<file path="src/sdff_pkg.sv">
// Package for the sector data field framer: byte values, field lengths, CRC constants.
// Assumes a byte-wide write/read channel clocked at the byte rate.
package sdff_pkg;
	localparam logic [7:0] SDFF_SYNC_BYTE = 8'ha1;
	localparam logic [7:0] SDFF_ADDR_MARK = 8'hf8;
	localparam logic [7:0] SDFF_GAP_BYTE = 8'h00;
	localparam int SDFF_DATA_LEN = 512;
	localparam int SDFF_CRC_LEN = 2;
	localparam int SDFF_TURNOFF_LEN = 3;
	localparam int SDFF_VFO_LOCK_LEN = 13;
	localparam int SDFF_IRG_LEN = 15;
	localparam logic [15:0] SDFF_CRC_POLY = 16'h1021;
	localparam logic [15:0] SDFF_CRC_PRESET = 16'hffff;
	localparam int SDFF_CLOCK_HZ = 20000000;
	typedef enum logic [2:0] {
		SDFF_IDLE, SDFF_SYNC, SDFF_MARK, SDFF_DATA, SDFF_CRC, SDFF_TOFF, SDFF_IRG
	} sdff_state_t;
	// One byte step of the CRC, MSB first
	function automatic logic [15:0] sdff_crc_byte(input logic [15:0] crc, input logic [7:0] b);
		logic [15:0] c;
		c = crc;
		for (int i = 7; i >= 0; i--) begin
			c = (c[15] ^ b[i]) ? ((c << 1) ^ SDFF_CRC_POLY) : (c << 1);
		end
		return c;
	endfunction
endpackage

</file>
<file path="src/sdff_skid.sv">
// Two-entry buffer between host byte source and framer.
// Assumes both sides on the same clock; ready/valid handshakes.
`timescale 1ns/1ps
module sdff_skid import sdff_pkg::*; #(
	parameter int WIDTH = 8
) (
	input wire logic clock,
	input wire logic rstn,
	input wire logic [WIDTH-1:0] in_data,
	input wire logic in_valid,
	output logic in_ready,
	output logic [WIDTH-1:0] out_data,
	output logic out_valid,
	input wire logic out_ready
);
	initial begin
		if (WIDTH < 1) $error("WIDTH must be positive");
	end
	logic [WIDTH-1:0] mem_q [2];
	logic [WIDTH-1:0] mem_d [2];
	logic [1:0] cnt_q, cnt_d;
	logic rd_q, rd_d, wr_q, wr_d;
	logic push, pop;
	// Occupancy and pointers
	always_comb begin
		push = in_valid && in_ready;
		pop = out_valid && out_ready;
		cnt_d = cnt_q + 2'(push) - 2'(pop);
		wr_d = push ? ~wr_q : wr_q;
		rd_d = pop ? ~rd_q : rd_q;
		mem_d = mem_q;
		if (push) begin
			mem_d[wr_q] = in_data;
		end
	end
	always_ff @(posedge clock) begin
		if (!rstn) begin
			cnt_q <= 2'h0;
			wr_q <= 1'b0;
			rd_q <= 1'b0;
			mem_q <= '{default: '0};
		end else begin
			cnt_q <= cnt_d;
			wr_q <= wr_d;
			rd_q <= rd_d;
			mem_q <= mem_d;
		end
	end
	assign in_ready = (cnt_q != 2'h2);
	assign out_valid = (cnt_q != 2'h0);
	assign out_data = mem_q[rd_q];
endmodule

</file>
<file path="src/sdff_framer.sv">
// Sector data field framer: writes sync, mark, 512 data, CRC, turn-off and IRG; checks sync, mark, data and CRC on read.
// Assumes byte-rate clock, host byte stream with valid/ready, and a byte-aligned read channel.
//
// Functional notes
// RQ1: A single F8 address mark byte is sent before the data, and on read it marks the start of data.
// RQ2: Exactly 512 user bytes follow the mark, taken from or given to the host in order.
// RQ3: Two CRC bytes follow the data, and on read a mismatch flags the field invalid.
// RQ4: Three zero bytes follow the CRC on every data field update to isolate the write splice.
// RQ5: The trailing zero gap leaves room for the 13 zero bytes used for VFO lock of the next ID field.
// RQ6: An inter-record gap of 15 zero bytes follows each sector's data field.
// RQ7: One A1 sync byte with a missing clock bit precedes the mark, and on read it gives byte alignment.
// RQ8: The CRC uses x^16+x^12+x^5+1, preset to ones, over sync, mark and data, high byte first.
`timescale 1ns/1ps
module sdff_framer import sdff_pkg::*; #(
	parameter int DATA_LEN = SDFF_DATA_LEN
) (
	input wire logic clock,
	input wire logic rstn,
	input wire logic wr_start,
	input wire logic [7:0] host_data,
	input wire logic host_valid,
	output logic host_ready,
	output logic [7:0] wr_byte,
	output logic wr_byte_valid,
	output logic wr_missing_clock,
	output logic wr_busy,
	input wire logic rd_enable,
	input wire logic [7:0] rd_byte,
	input wire logic rd_byte_valid,
	input wire logic rd_sync_found,
	output logic [7:0] rd_data,
	output logic rd_data_valid,
	output logic rd_done,
	output logic rd_crc_error
);
	// Turn-off zeros, then the inter-record gap; together they form one zero run
	localparam int TAIL_LEN = SDFF_TURNOFF_LEN;
	localparam int GAP_LEN = SDFF_IRG_LEN;
	localparam int ZERO_RUN = TAIL_LEN + GAP_LEN;
	// The zero run must also hold the next ID field's VFO lock span, so no extra bytes are sent
	initial begin
		if (DATA_LEN < 1 || DATA_LEN > 65535) $error("DATA_LEN out of range");
		if (ZERO_RUN < SDFF_VFO_LOCK_LEN) $error("zero run shorter than lock span"); // see RQ5
	end

	// ----------------------------------------
	// Host buffer
	// ----------------------------------------
	logic [7:0] buf_data;
	logic buf_valid, buf_ready;
	sdff_skid #(.WIDTH(8)) u_skid (
		.clock(clock),
		.rstn(rstn),
		.in_data(host_data),
		.in_valid(host_valid),
		.in_ready(host_ready),
		.out_data(buf_data),
		.out_valid(buf_valid),
		.out_ready(buf_ready)
	);

	// ----------------------------------------
	// Write sequencer
	// ----------------------------------------
	sdff_state_t st_q, st_d;
	logic [15:0] cnt_q, cnt_d;
	logic [15:0] crc_q, crc_d;
	logic [7:0] wb_q, wb_d;
	logic wv_q, wv_d, mc_q, mc_d;
	// One byte per clock; the data phase stalls when the host buffer runs dry
	always_comb begin
		st_d = st_q;
		cnt_d = cnt_q;
		crc_d = crc_q;
		wb_d = SDFF_GAP_BYTE;
		wv_d = 1'b0;
		mc_d = 1'b0;
		buf_ready = 1'b0;
		case (st_q)
			SDFF_IDLE: begin
				if (wr_start) begin
					st_d = SDFF_SYNC;
				end
			end
			SDFF_SYNC: begin
				wb_d = SDFF_SYNC_BYTE; // see RQ7
				wv_d = 1'b1;
				mc_d = 1'b1; // see RQ7
				crc_d = sdff_crc_byte(SDFF_CRC_PRESET, SDFF_SYNC_BYTE); // see RQ8
				st_d = SDFF_MARK;
			end
			SDFF_MARK: begin
				wb_d = SDFF_ADDR_MARK; // see RQ1
				wv_d = 1'b1;
				crc_d = sdff_crc_byte(crc_q, SDFF_ADDR_MARK); // see RQ8
				cnt_d = 16'h0;
				st_d = SDFF_DATA;
			end
			SDFF_DATA: begin
				buf_ready = 1'b1;
				if (buf_valid) begin
					wb_d = buf_data; // see RQ2
					wv_d = 1'b1;
					crc_d = sdff_crc_byte(crc_q, buf_data); // see RQ8
					cnt_d = cnt_q + 16'h1;
					if (cnt_q == 16'(DATA_LEN - 1)) begin
						cnt_d = 16'h0;
						st_d = SDFF_CRC;
					end
				end
			end
			SDFF_CRC: begin
				wb_d = (cnt_q == 16'h0) ? crc_q[15:8] : crc_q[7:0]; // see RQ3, RQ8
				wv_d = 1'b1;
				cnt_d = cnt_q + 16'h1;
				if (cnt_q == 16'(SDFF_CRC_LEN - 1)) begin
					cnt_d = 16'h0;
					st_d = SDFF_TOFF;
				end
			end
			SDFF_TOFF: begin
				wv_d = 1'b1; // see RQ4
				cnt_d = cnt_q + 16'h1;
				if (cnt_q == 16'(TAIL_LEN - 1)) begin
					cnt_d = 16'h0;
					st_d = SDFF_IRG;
				end
			end
			SDFF_IRG: begin
				// Zeros here also serve the next ID field's VFO lock span
				wv_d = 1'b1; // see RQ5, RQ6
				cnt_d = cnt_q + 16'h1;
				if (cnt_q == 16'(GAP_LEN - 1)) begin
					cnt_d = 16'h0;
					st_d = SDFF_IDLE;
				end
			end
			default: st_d = SDFF_IDLE;
		endcase
	end
	always_ff @(posedge clock) begin
		if (!rstn) begin
			st_q <= SDFF_IDLE;
			cnt_q <= 16'h0;
			crc_q <= SDFF_CRC_PRESET;
			wb_q <= 8'h00;
			wv_q <= 1'b0;
			mc_q <= 1'b0;
		end else begin
			st_q <= st_d;
			cnt_q <= cnt_d;
			crc_q <= crc_d;
			wb_q <= wb_d;
			wv_q <= wv_d;
			mc_q <= mc_d;
		end
	end
	assign wr_byte = wb_q;
	assign wr_byte_valid = wv_q;
	assign wr_missing_clock = mc_q;
	assign wr_busy = (st_q != SDFF_IDLE);

	// ----------------------------------------
	// Read checker
	// ----------------------------------------
	typedef enum logic [2:0] {SDFF_R_HUNT, SDFF_R_MARK, SDFF_R_DATA, SDFF_R_CRC} sdff_rstate_t;
	sdff_rstate_t rs_q, rs_d;
	logic [15:0] rcnt_q, rcnt_d, rcrc_q, rcrc_d;
	logic [7:0] rd_q, rd_d;
	logic rv_q, rv_d, rdone_q, rdone_d, rerr_q, rerr_d;
	// Sync realigns, mark opens data, residue of zero after CRC means good
	always_comb begin
		rs_d = rs_q;
		rcnt_d = rcnt_q;
		rcrc_d = rcrc_q;
		rd_d = rd_q;
		rv_d = 1'b0;
		rdone_d = 1'b0;
		rerr_d = rerr_q;
		if (!rd_enable) begin
			rs_d = SDFF_R_HUNT;
		end else if (rd_byte_valid) begin
			case (rs_q)
				SDFF_R_HUNT: begin
					if (rd_sync_found && rd_byte == SDFF_SYNC_BYTE) begin // see RQ7
						rcrc_d = sdff_crc_byte(SDFF_CRC_PRESET, rd_byte); // see RQ8
						rs_d = SDFF_R_MARK;
					end
				end
				SDFF_R_MARK: begin
					if (rd_byte == SDFF_ADDR_MARK) begin // see RQ1
						rcrc_d = sdff_crc_byte(rcrc_q, rd_byte);
						rcnt_d = 16'h0;
						rerr_d = 1'b0;
						rs_d = SDFF_R_DATA;
					end else begin
						rs_d = SDFF_R_HUNT;
					end
				end
				SDFF_R_DATA: begin
					rd_d = rd_byte; // see RQ2
					rv_d = 1'b1;
					rcrc_d = sdff_crc_byte(rcrc_q, rd_byte);
					rcnt_d = rcnt_q + 16'h1;
					if (rcnt_q == 16'(DATA_LEN - 1)) begin
						rcnt_d = 16'h0;
						rs_d = SDFF_R_CRC;
					end
				end
				SDFF_R_CRC: begin
					rcrc_d = sdff_crc_byte(rcrc_q, rd_byte);
					rcnt_d = rcnt_q + 16'h1;
					if (rcnt_q == 16'(SDFF_CRC_LEN - 1)) begin
						rdone_d = 1'b1;
						rerr_d = (rcrc_d != 16'h0000); // see RQ3
						rs_d = SDFF_R_HUNT;
					end
				end
				default: rs_d = SDFF_R_HUNT;
			endcase
		end
	end
	always_ff @(posedge clock) begin
		if (!rstn) begin
			rs_q <= SDFF_R_HUNT;
			rcnt_q <= 16'h0;
			rcrc_q <= SDFF_CRC_PRESET;
			rd_q <= 8'h00;
			rv_q <= 1'b0;
			rdone_q <= 1'b0;
			rerr_q <= 1'b0;
		end else begin
			rs_q <= rs_d;
			rcnt_q <= rcnt_d;
			rcrc_q <= rcrc_d;
			rd_q <= rd_d;
			rv_q <= rv_d;
			rdone_q <= rdone_d;
			rerr_q <= rerr_d;
		end
	end
	assign rd_data = rd_q;
	assign rd_data_valid = rv_q;
	assign rd_done = rdone_q;
	assign rd_crc_error = rerr_q;
endmodule

</file>
<file path="config.mk">
export PLATFORM = sky130hd
export DESIGN_NAME = sdff_framer
export DESIGN_NICKNAME = d
export VERILOG_FILES = /design/src/sdff_pkg.sv /design/src/sdff_skid.sv /design/src/sdff_framer.sv
export SDC_FILE = /design/constraint.sdc
export NUM_CORES = 1
export LEC_CHECK = 0
export BUFFER_PORTS_ARGS = -buffer_cell sky130_fd_sc_hd__buf_2
export CORE_ASPECT_RATIO = 2
export CORE_UTILIZATION = 60
export DETAILED_ROUTE_END_ITERATION = 12
export PLACE_DENSITY_LB_ADDON = 0.2
export SYNTH_ARGS = -nofsm -noshare
export SYNTH_HDL_FRONTEND = slang
export SYNTH_SLANG_ARGS = --single-unit
</file>
<file path="constraint.sdc">
create_clock -name clock -period 3.2 [get_ports clock]
set_clock_uncertainty 0.2 [all_clocks]
set_input_delay 0.48 -clock clock [delete_from_list [all_inputs] [get_ports clock]]
set_output_delay 0.48 -clock clock [all_outputs]
set_load 0.02 [all_outputs]
</file>
==> results.py, run 1 <==
metrics = {
    "placement": {
        "dp_slack_ns": 0.611,
        "dp_cells": 805,
        "routabilityCongestion": 0.972,
        "hpwl_mm": 10.6,
        "numPortBuffers": 45,
    },
    "routing": {
        "drcViolationCount": 0,
        "dr.first_iter.drc_count": 280,
        "first_pass_iters": 5,
        "avgViaCountPerCell": 6.06,
        "wirelength_mm": 14.3,
        "post_drt_wl_per_cell_um": 17.5,
        "vias": 4976,
        "ant_nets": 0,
    },
    "setup_path": {
        "crit_chain": "xor2_1 -> xnor3_1 -> xnor2_1 -> a211oi_1 -> o21ai_0",
        "startpoint": "crc_q[14]$_SDFFE_PN1P_",
        "worst-path-max-fanout": 5,
        "r2r-start": "crc_q[14]$_SDFFE_PN1P_",
        "critPathKind": "reg -> reg",
        "crit_arrival_ns": 2.64,
        "r2r_slack_ns": 0.58,
        "cp-end-kind": "register",
        "cp.required_ns": 3.22,
        "start_kind": "register",
        "cp_slowest_cell": "a211oi_1",
        "cpPeakStageDelay_ns": 0.56,
    },
    "yosys": {
        "yosysSeqAreaShare_pct": 37.7,
        "syn_nets": 715,
        "yosys_warnings": 0,
        "synth-seq-cells": 110,
        "syn_inst": 684,
        "synth_compound_area_share_pct": 13.9,
        "ys.flop_type": "dfxtp_1",
        "syn_area_um2": 5830,
        "synth-xor-area-share_pct": 15.8,
        "synthSimpleGateAreaFrac_pct": 22.2,
        "synthArstFlopShare_pct": 0,
        "synth_edf_count": 0,
        "synth_top_area_share_pct": 37.7,
        "synthMuxAreaShare_pct": 5.00,
        "synth_area_per_cell_um2": 8.53,
        "synth_area_leader_cell": "dfxtp_1",
        "synthAdderAreaFrac_pct": 1.72,
        "synth_cell_types": 65,
        "synth_top_family_by_area": "simple AND/OR/NAND/NOR gates",
        "synth_area_leaders": "dfxtp_1, xnor2_1, nor2_1, mux2i_1, nand2_1",
    },
    "floorplan": {
        "die_y_um": 141,
        "ios": 46,
        "die-area_um2": 10100,
        "initial_core_util_pct": 62.2,
        "core-area_um2": 9380,
        "rows": 50,
        "die_w_um": 71.7,
    },
    "outcome": {
        "status": "finished, final reports clean",
    },
    "power": {
        "vdd_drop_max_mv": 0.317,
        "powerDensity_nw_per_um2": 542,
        "power.leakage_nw": 2.53,
    },
    "final_layout": {
        "final_nets": 743,
        "fill_cells": 786,
        "antenna_cells": 0,
        "areaGrowthSynthToFinish_pct": 10.0,
        "layoutNonFillerInstCount": 821,
        "drive_gt1_share_pct": 12.6,
    },
    "clock_tree": {
        "cts_buffer_depth": 2,
        "cts_setup_buffers": 0,
        "cts.htree.levels": 3,
        "post_cts_resized": 0,
        "tritoncts": "yes",
        "numClockSinks": 110,
        "cts_root_buffer": "clkbuf_16",
        "clk_pin_slew_ns": 0.07,
        "cts_buffers": 9,
        "postCtsHoldBufs": 0,
        "clk_latency_ns": 0.35,
    },
    "global_route": {
        "grt_pass1_wl_mm": 23.3,
        "grt_max_degree": 37,
        "grt_pass1_vias": 5012,
        "gr-total-overflow": 0,
        "antenna_found_initial": 0,
        "groute.usage.overall_pct": 29.5,
    },
    "sta": {
        "setup_viol": 0,
        "hold_viol_final": 0,
        "fmax_mhz": 382,
        "setup_tns_ns": 0,
        "rsz0062_at_grt": "no",
        "slew_viol_final": 0,
        "period_share_pct": 81.9,
        "worst_slack_ns": 0.579,
        "worstMarginPinSlew_ns": 0.766,
        "fin_crit_ns": 2.62,
        "slew_headroom_pct": 48.6,
    },
    "hold_path": {
        "min_from": "host_data[0]",
        "hold_class": "in -> reg",
    },
    "flow_run": {
        "max_cap_violations": 0,
    },
}
[critical path, delay by kind of cell (launching register included)]
kind | cells | cell delay (ns)
AOI/OAI and AO/OA | 2 | 0.71
xor gates and xnor gates | 3 | 1.09
DFF | 1 | 0.50
[cell families after synthesis]
logic type	after synthesis
and+or+nand+nor	262
AOI/OAI and AO/OA	122
DFF	110
xor gates and xnor gates	99
buffers and inverters	54
muxes	29
adders and majority gates	8
[area by class of cell]
class	instances	area (um^2)	share of cell area (%)
multi-input cells	520	3420	53.2
flip-flops and latches	110	2200	34.3
repair buffers	56	308	4.79
clock buffers	9	225	3.51
well taps	104	130	2.03
clock inverters	7	80.1	1.25
inverters	15	56.3	0.877
[synth_stat cells (all sizes together), types with 12 or more instances]
cell,instances
nor2,80
inv,14
o21ai,29
mux2i,28
nand4,19
o211ai,14
xnor2,74
nand2,71
a21oi,32
xor2,21
nor3,15
nor4,12
nand3,14
clkbuf,29
dfxtp,110
[where the power goes]
group          internal (mW)  switching, mW  total, mW
clock network          0.620          0.529       1.15
registers               1.45         0.0883       1.53
logic                  0.358          0.440      0.798
total                   2.42           1.06       3.48
[state kept, by name, summed over array words and instances (netlist names), 2 cells and up]
name	flops
cnt_q	16
crc_q	16
rcnt_q	16
rcrc_q	16
rd_data	8
rs_q	2
st_q	3
u_skid.cnt_q	2
u_skid.mem_q	16
wr_byte	8
[worst paths after layout]
kind | to | cells after the start
worst max register to register | crc_q[7]$_SDFFE_PN1P_ | 5
worst min-delay path | u_skid.mem_q[8]$_SDFFE_PN0P_ | 3
worst min register to register | rd_data[3]$_SDFFE_PN0P_ | 2
worst max-delay path | crc_q[7]$_SDFFE_PN1P_ | 5
[through the flow]
stage	util, %	area (um^2)	hold WS [ns]	total power [mW]
after floorplan	-	5830	0.245	2.16
after global placement	65.2	6110	0.243	2.32
after detailed placement	65.2	6110	0.253	2.35
after CTS	68.4	6420	0.177	3.50
after global routing	68.4	6420	0.189	3.64
final	68.4	6420	0.174	3.48
[cell usage in the layout (no fill, tap or decap), drive strengths merged, types with 5 or more instances in the layout]
master and n:
a21oi 32, and2 5, and3 6, buf 56, clkbuf 9, dfxtp 110
ha 8, inv 17, mux2i 28, nand2 71, nand3 14, nand4 19
nor2 80, nor3 15, nor3b 7, nor4 12, o211ai 14, o21a 6
o21ai 29, o32ai 5, or3 5, xnor2 74, xor2 21
[layer usage]
layer	wire length (um)	up-vias	share of wire, %	GRT usage [%]
li1	-	2448	-	-
met1	5190	2324	36	28.6
met2	7850	150	55	56.0
met3	476	54	3.3	4.26
met4	829	0	5.8	19.2
met5	0	-	0	0
Power figures use the tool's default switching activity.
==> run 2: changes to the inputs <==
- ABC_AREA: default -> 1
- CORE_UTILIZATION: 60 -> 55
- clock period: 3.2 -> 2.3 ns (I/O delays scaled with it)
==> run 2 against run 1 <==
Synthesized cell count grew 54%. Combinational power grew to 3.4 times the previous value. Fmax grew 29%. Sequential share of layout area shrank 3.9 points. Utilization shrank 6.5 points. Via count grew 36%. Non-clock buffer count grew 4. Die area grew 22%. Final area grew 13%. Critical path type unchanged. Highest routed layer unchanged.
==> results.py, run 2 <==
metrics = {
    "sta": {
        "worstMarginPinSlew_ns": 0.512,
        "slew_headroom_pct": 65.5,
        "setup_tns_ns": 0,
        "period_share_pct": 88.0,
        "hold_viol_final": 0,
        "fmax_mhz": 494,
        "setup_viol": 0,
        "fin_crit_ns": 2.02,
        "worst_slack_ns": 0.275,
        "slew_viol_final": 0,
        "rsz0062_at_grt": "no",
        "hold_ws_ns": 0.0244,
    },
    "yosys": {
        "yosys_warnings": 0,
        "synth_top_area_share_pct": 33.5,
        "synth-seq-cells": 110,
        "yosysSeqAreaShare_pct": 33.5,
        "syn_inst": 1056,
        "syn_area_um2": 6580,
        "synthArstFlopShare_pct": 0,
        "synth_common_cells": "nand2_1, inv_1, dfxtp_1",
        "synth_area_per_cell_um2": 6.23,
        "synth_area_leaders": "dfxtp_1, nand2_1, inv_1, nand3_1, o21ai_0",
        "synth_edf_count": 0,
        "synth_area_leader_cell": "dfxtp_1",
        "yosysMostFrequentCell": "nand2_1",
        "syn_nets": 1087,
        "synth_cell_types": 46,
        "ys.flop_type": "dfxtp_1",
    },
    "clock_tree": {
        "cts.htree.levels": 3,
        "clk_latency_ns": 0.36,
        "tritoncts": "yes",
        "numClockSinks": 110,
        "clk_pin_slew_ns": 0.08,
        "cts_setup_buffers": 0,
        "postCtsHoldBufs": 0,
        "post_cts_resized": 0,
        "cts_root_buffer": "clkbuf_16",
        "cts_buffer_depth": 2,
        "cts_buffers": 9,
    },
    "global_route": {
        "grt_pass1_vias": 6343,
        "groute.usage.overall_pct": 29.0,
        "antenna_found_initial": 0,
        "gr-total-overflow": 0,
        "grt_max_degree": 64,
        "grt_pass1_wl_mm": 28.4,
    },
    "routing": {
        "dr.first_iter.drc_count": 279,
        "m1WireLength_mm": 6.41,
        "avgViaCountPerCell": 5.44,
        "vias": 6784,
        "first_pass_iters": 5,
        "wirelength_mm": 17.1,
        "ant_nets": 0,
        "post_drt_wl_per_cell_um": 13.8,
        "drcViolationCount": 0,
        "highest_layer": "met4",
        "met2_length_mm": 9.20,
        "wl_met3_um": 734,
    },
    "floorplan": {
        "die-area_um2": 12400,
        "die_w_um": 79.3,
        "rows": 56,
        "initial_core_util_pct": 56.2,
        "ios": 46,
        "core-area_um2": 11700,
        "die_y_um": 157,
    },
    "final_layout": {
        "drive_gt1_share_pct": 9.99,
        "areaGrowthSynthToFinish_pct": 10.1,
        "final_common_cell": "nand2_1",
        "final_nets": 1127,
        "antenna_cells": 0,
        "most-common-layout-cells": "nand2_1, inv_1, dfxtp_1, nor2_1, nand3_1",
    },
    "setup_path": {
        "cp_slowest_cell": "dfxtp_1",
        "crit_chain": "inv_2 -> nand2_4 -> inv_1 -> nand2_2 -> nand3_2 -> inv_2 -> a21oi_1 -> o21ai_0 -> nand3_1",
        "crit_arrival_ns": 2.05,
        "critPathKind": "reg -> reg",
        "cpMostUsedCell": "inv_2",
        "cpLargestDelayFamily": "simple AND/OR/NAND/NOR gates",
        "cp-end-kind": "register",
        "worst-path-max-fanout": 9,
        "cpPeakStageDelay_ns": 0.42,
        "cp.required_ns": 2.32,
        "start_kind": "register",
        "path_buf_inv": 3,
    },
    "power": {
        "p_sw_share_pct": 41.9,
        "vdd_drop_max_mv": 0.556,
        "power.switching_mw": 2.82,
        "pwr-share-seq_pct": 35.7,
        "pwr-share-clk_pct": 24.2,
        "powerDensity_nw_per_um2": 930,
        "total_power_mw": 6.73,
        "intPower_mw": 3.91,
        "power.leakage_nw": 3.51,
        "share_comb_of_total_power_pct": 40.1,
    },
    "hold_path": {
        "hold_class": "in -> reg",
    },
    "placement": {
        "numPortBuffers": 45,
        "hpwl_mm": 12.9,
        "routabilityCongestion": 0.952,
        "dp_slack_ns": 0.190,
    },
    "flow_run": {
        "max_cap_violations": 0,
    },
    "outcome": {
        "status": "finished, final reports clean",
    },
}
==> run 2: cell count changes after synthesis, moves of 9 or more <==
cell / before / now
nand2_1: 71 / 330
inv_1: 14 / 121
nand3_1: 14 / 88
xnor2_1: 74 / 5
o21ai_0: 27 / 86
a21oi_1: 32 / 61
nor2_1: 80 / 109
mux2i_1: 28 / 0
clkbuf_1: 29 / 12
nand4_1: 19 / 7
nor4_1: 12 / 1
o21ai_1: 1 / 10
==> run 2: layer usage <==
layer  up-vias  track usage [%]
li1       3458                -
met1      3072             29.4
met2       196             54.5
met3        58             4.37
met4         0             16.5
met5         -                0
==> run 2: power groups by stage <==
| stage | combinational [mW] | sequential [mW] | clock (mW) |
|---|---|---|---|
| 2_1_floorplan | 2.09 | 2.39 | 0 |
| 3_3_place_gp | 2.63 | 2.43 | 0 |
| 3_5_place_dp | 2.66 | 2.43 | 0 |
| 4_1_cts | 2.69 | 2.39 | 1.65 |
| 5_1_grt | 3.07 | 2.43 | 1.72 |
| 6_report | 2.70 | 2.40 | 1.63 |
==> run 2: path summary, 6_finish.rpt <==
path / start / endpoint / slack, ns / cells past startpoint
hold / removal: host_data[2] / u_skid.mem_q[2]$_SDFFE_PN0P_ / 0.02 / 3
hold reg to reg: u_skid.mem_q[9]$_SDFFE_PN0P_ / u_skid.mem_q[9]$_SDFFE_PN0P_ / 0.25 / 2
setup / recovery: st_q[2]$_SDFFE_PN0P_ / crc_q[1]$_SDFFE_PN1P_ / 0.28 / 9
setup reg to reg: st_q[2]$_SDFFE_PN0P_ / crc_q[1]$_SDFFE_PN1P_ / 0.28 / 9
==> run 2: cell families after synthesis <==
family	synth area share [%]
xor+xnor	2.53
flops	33.5
buf+inv	10.1
simple gates	36.6
compound gates	15.8
fa+ha+maj	1.52
==> run 2: worst min-delay path: stages <==
cell	delay [ns]
buf_2	0.08
nor2_1	0.04
nor2_1	0.08
==> run 2: final cells by class <==
class	count	area, um^2
Timing Repair Buffer	60	350
Inverter	130	492
Fill cell	1187	4460
Multi-Input combinational cell	785	3710
Clock buffer	10	229
Tap cell	145	181
Sequential cell	110	2200
Clock inverter	6	75.1
==> run 2: through the flow <==
stage	instances	utilization, %	cell area (um^2)
after global placement	1230	59.3	6940
after floorplan	1056	-	6580
after detailed placement	1230	59.3	6940
after CTS	1246	61.9	7240
after global routing	1246	61.9	7240
final	1246	61.9	7240
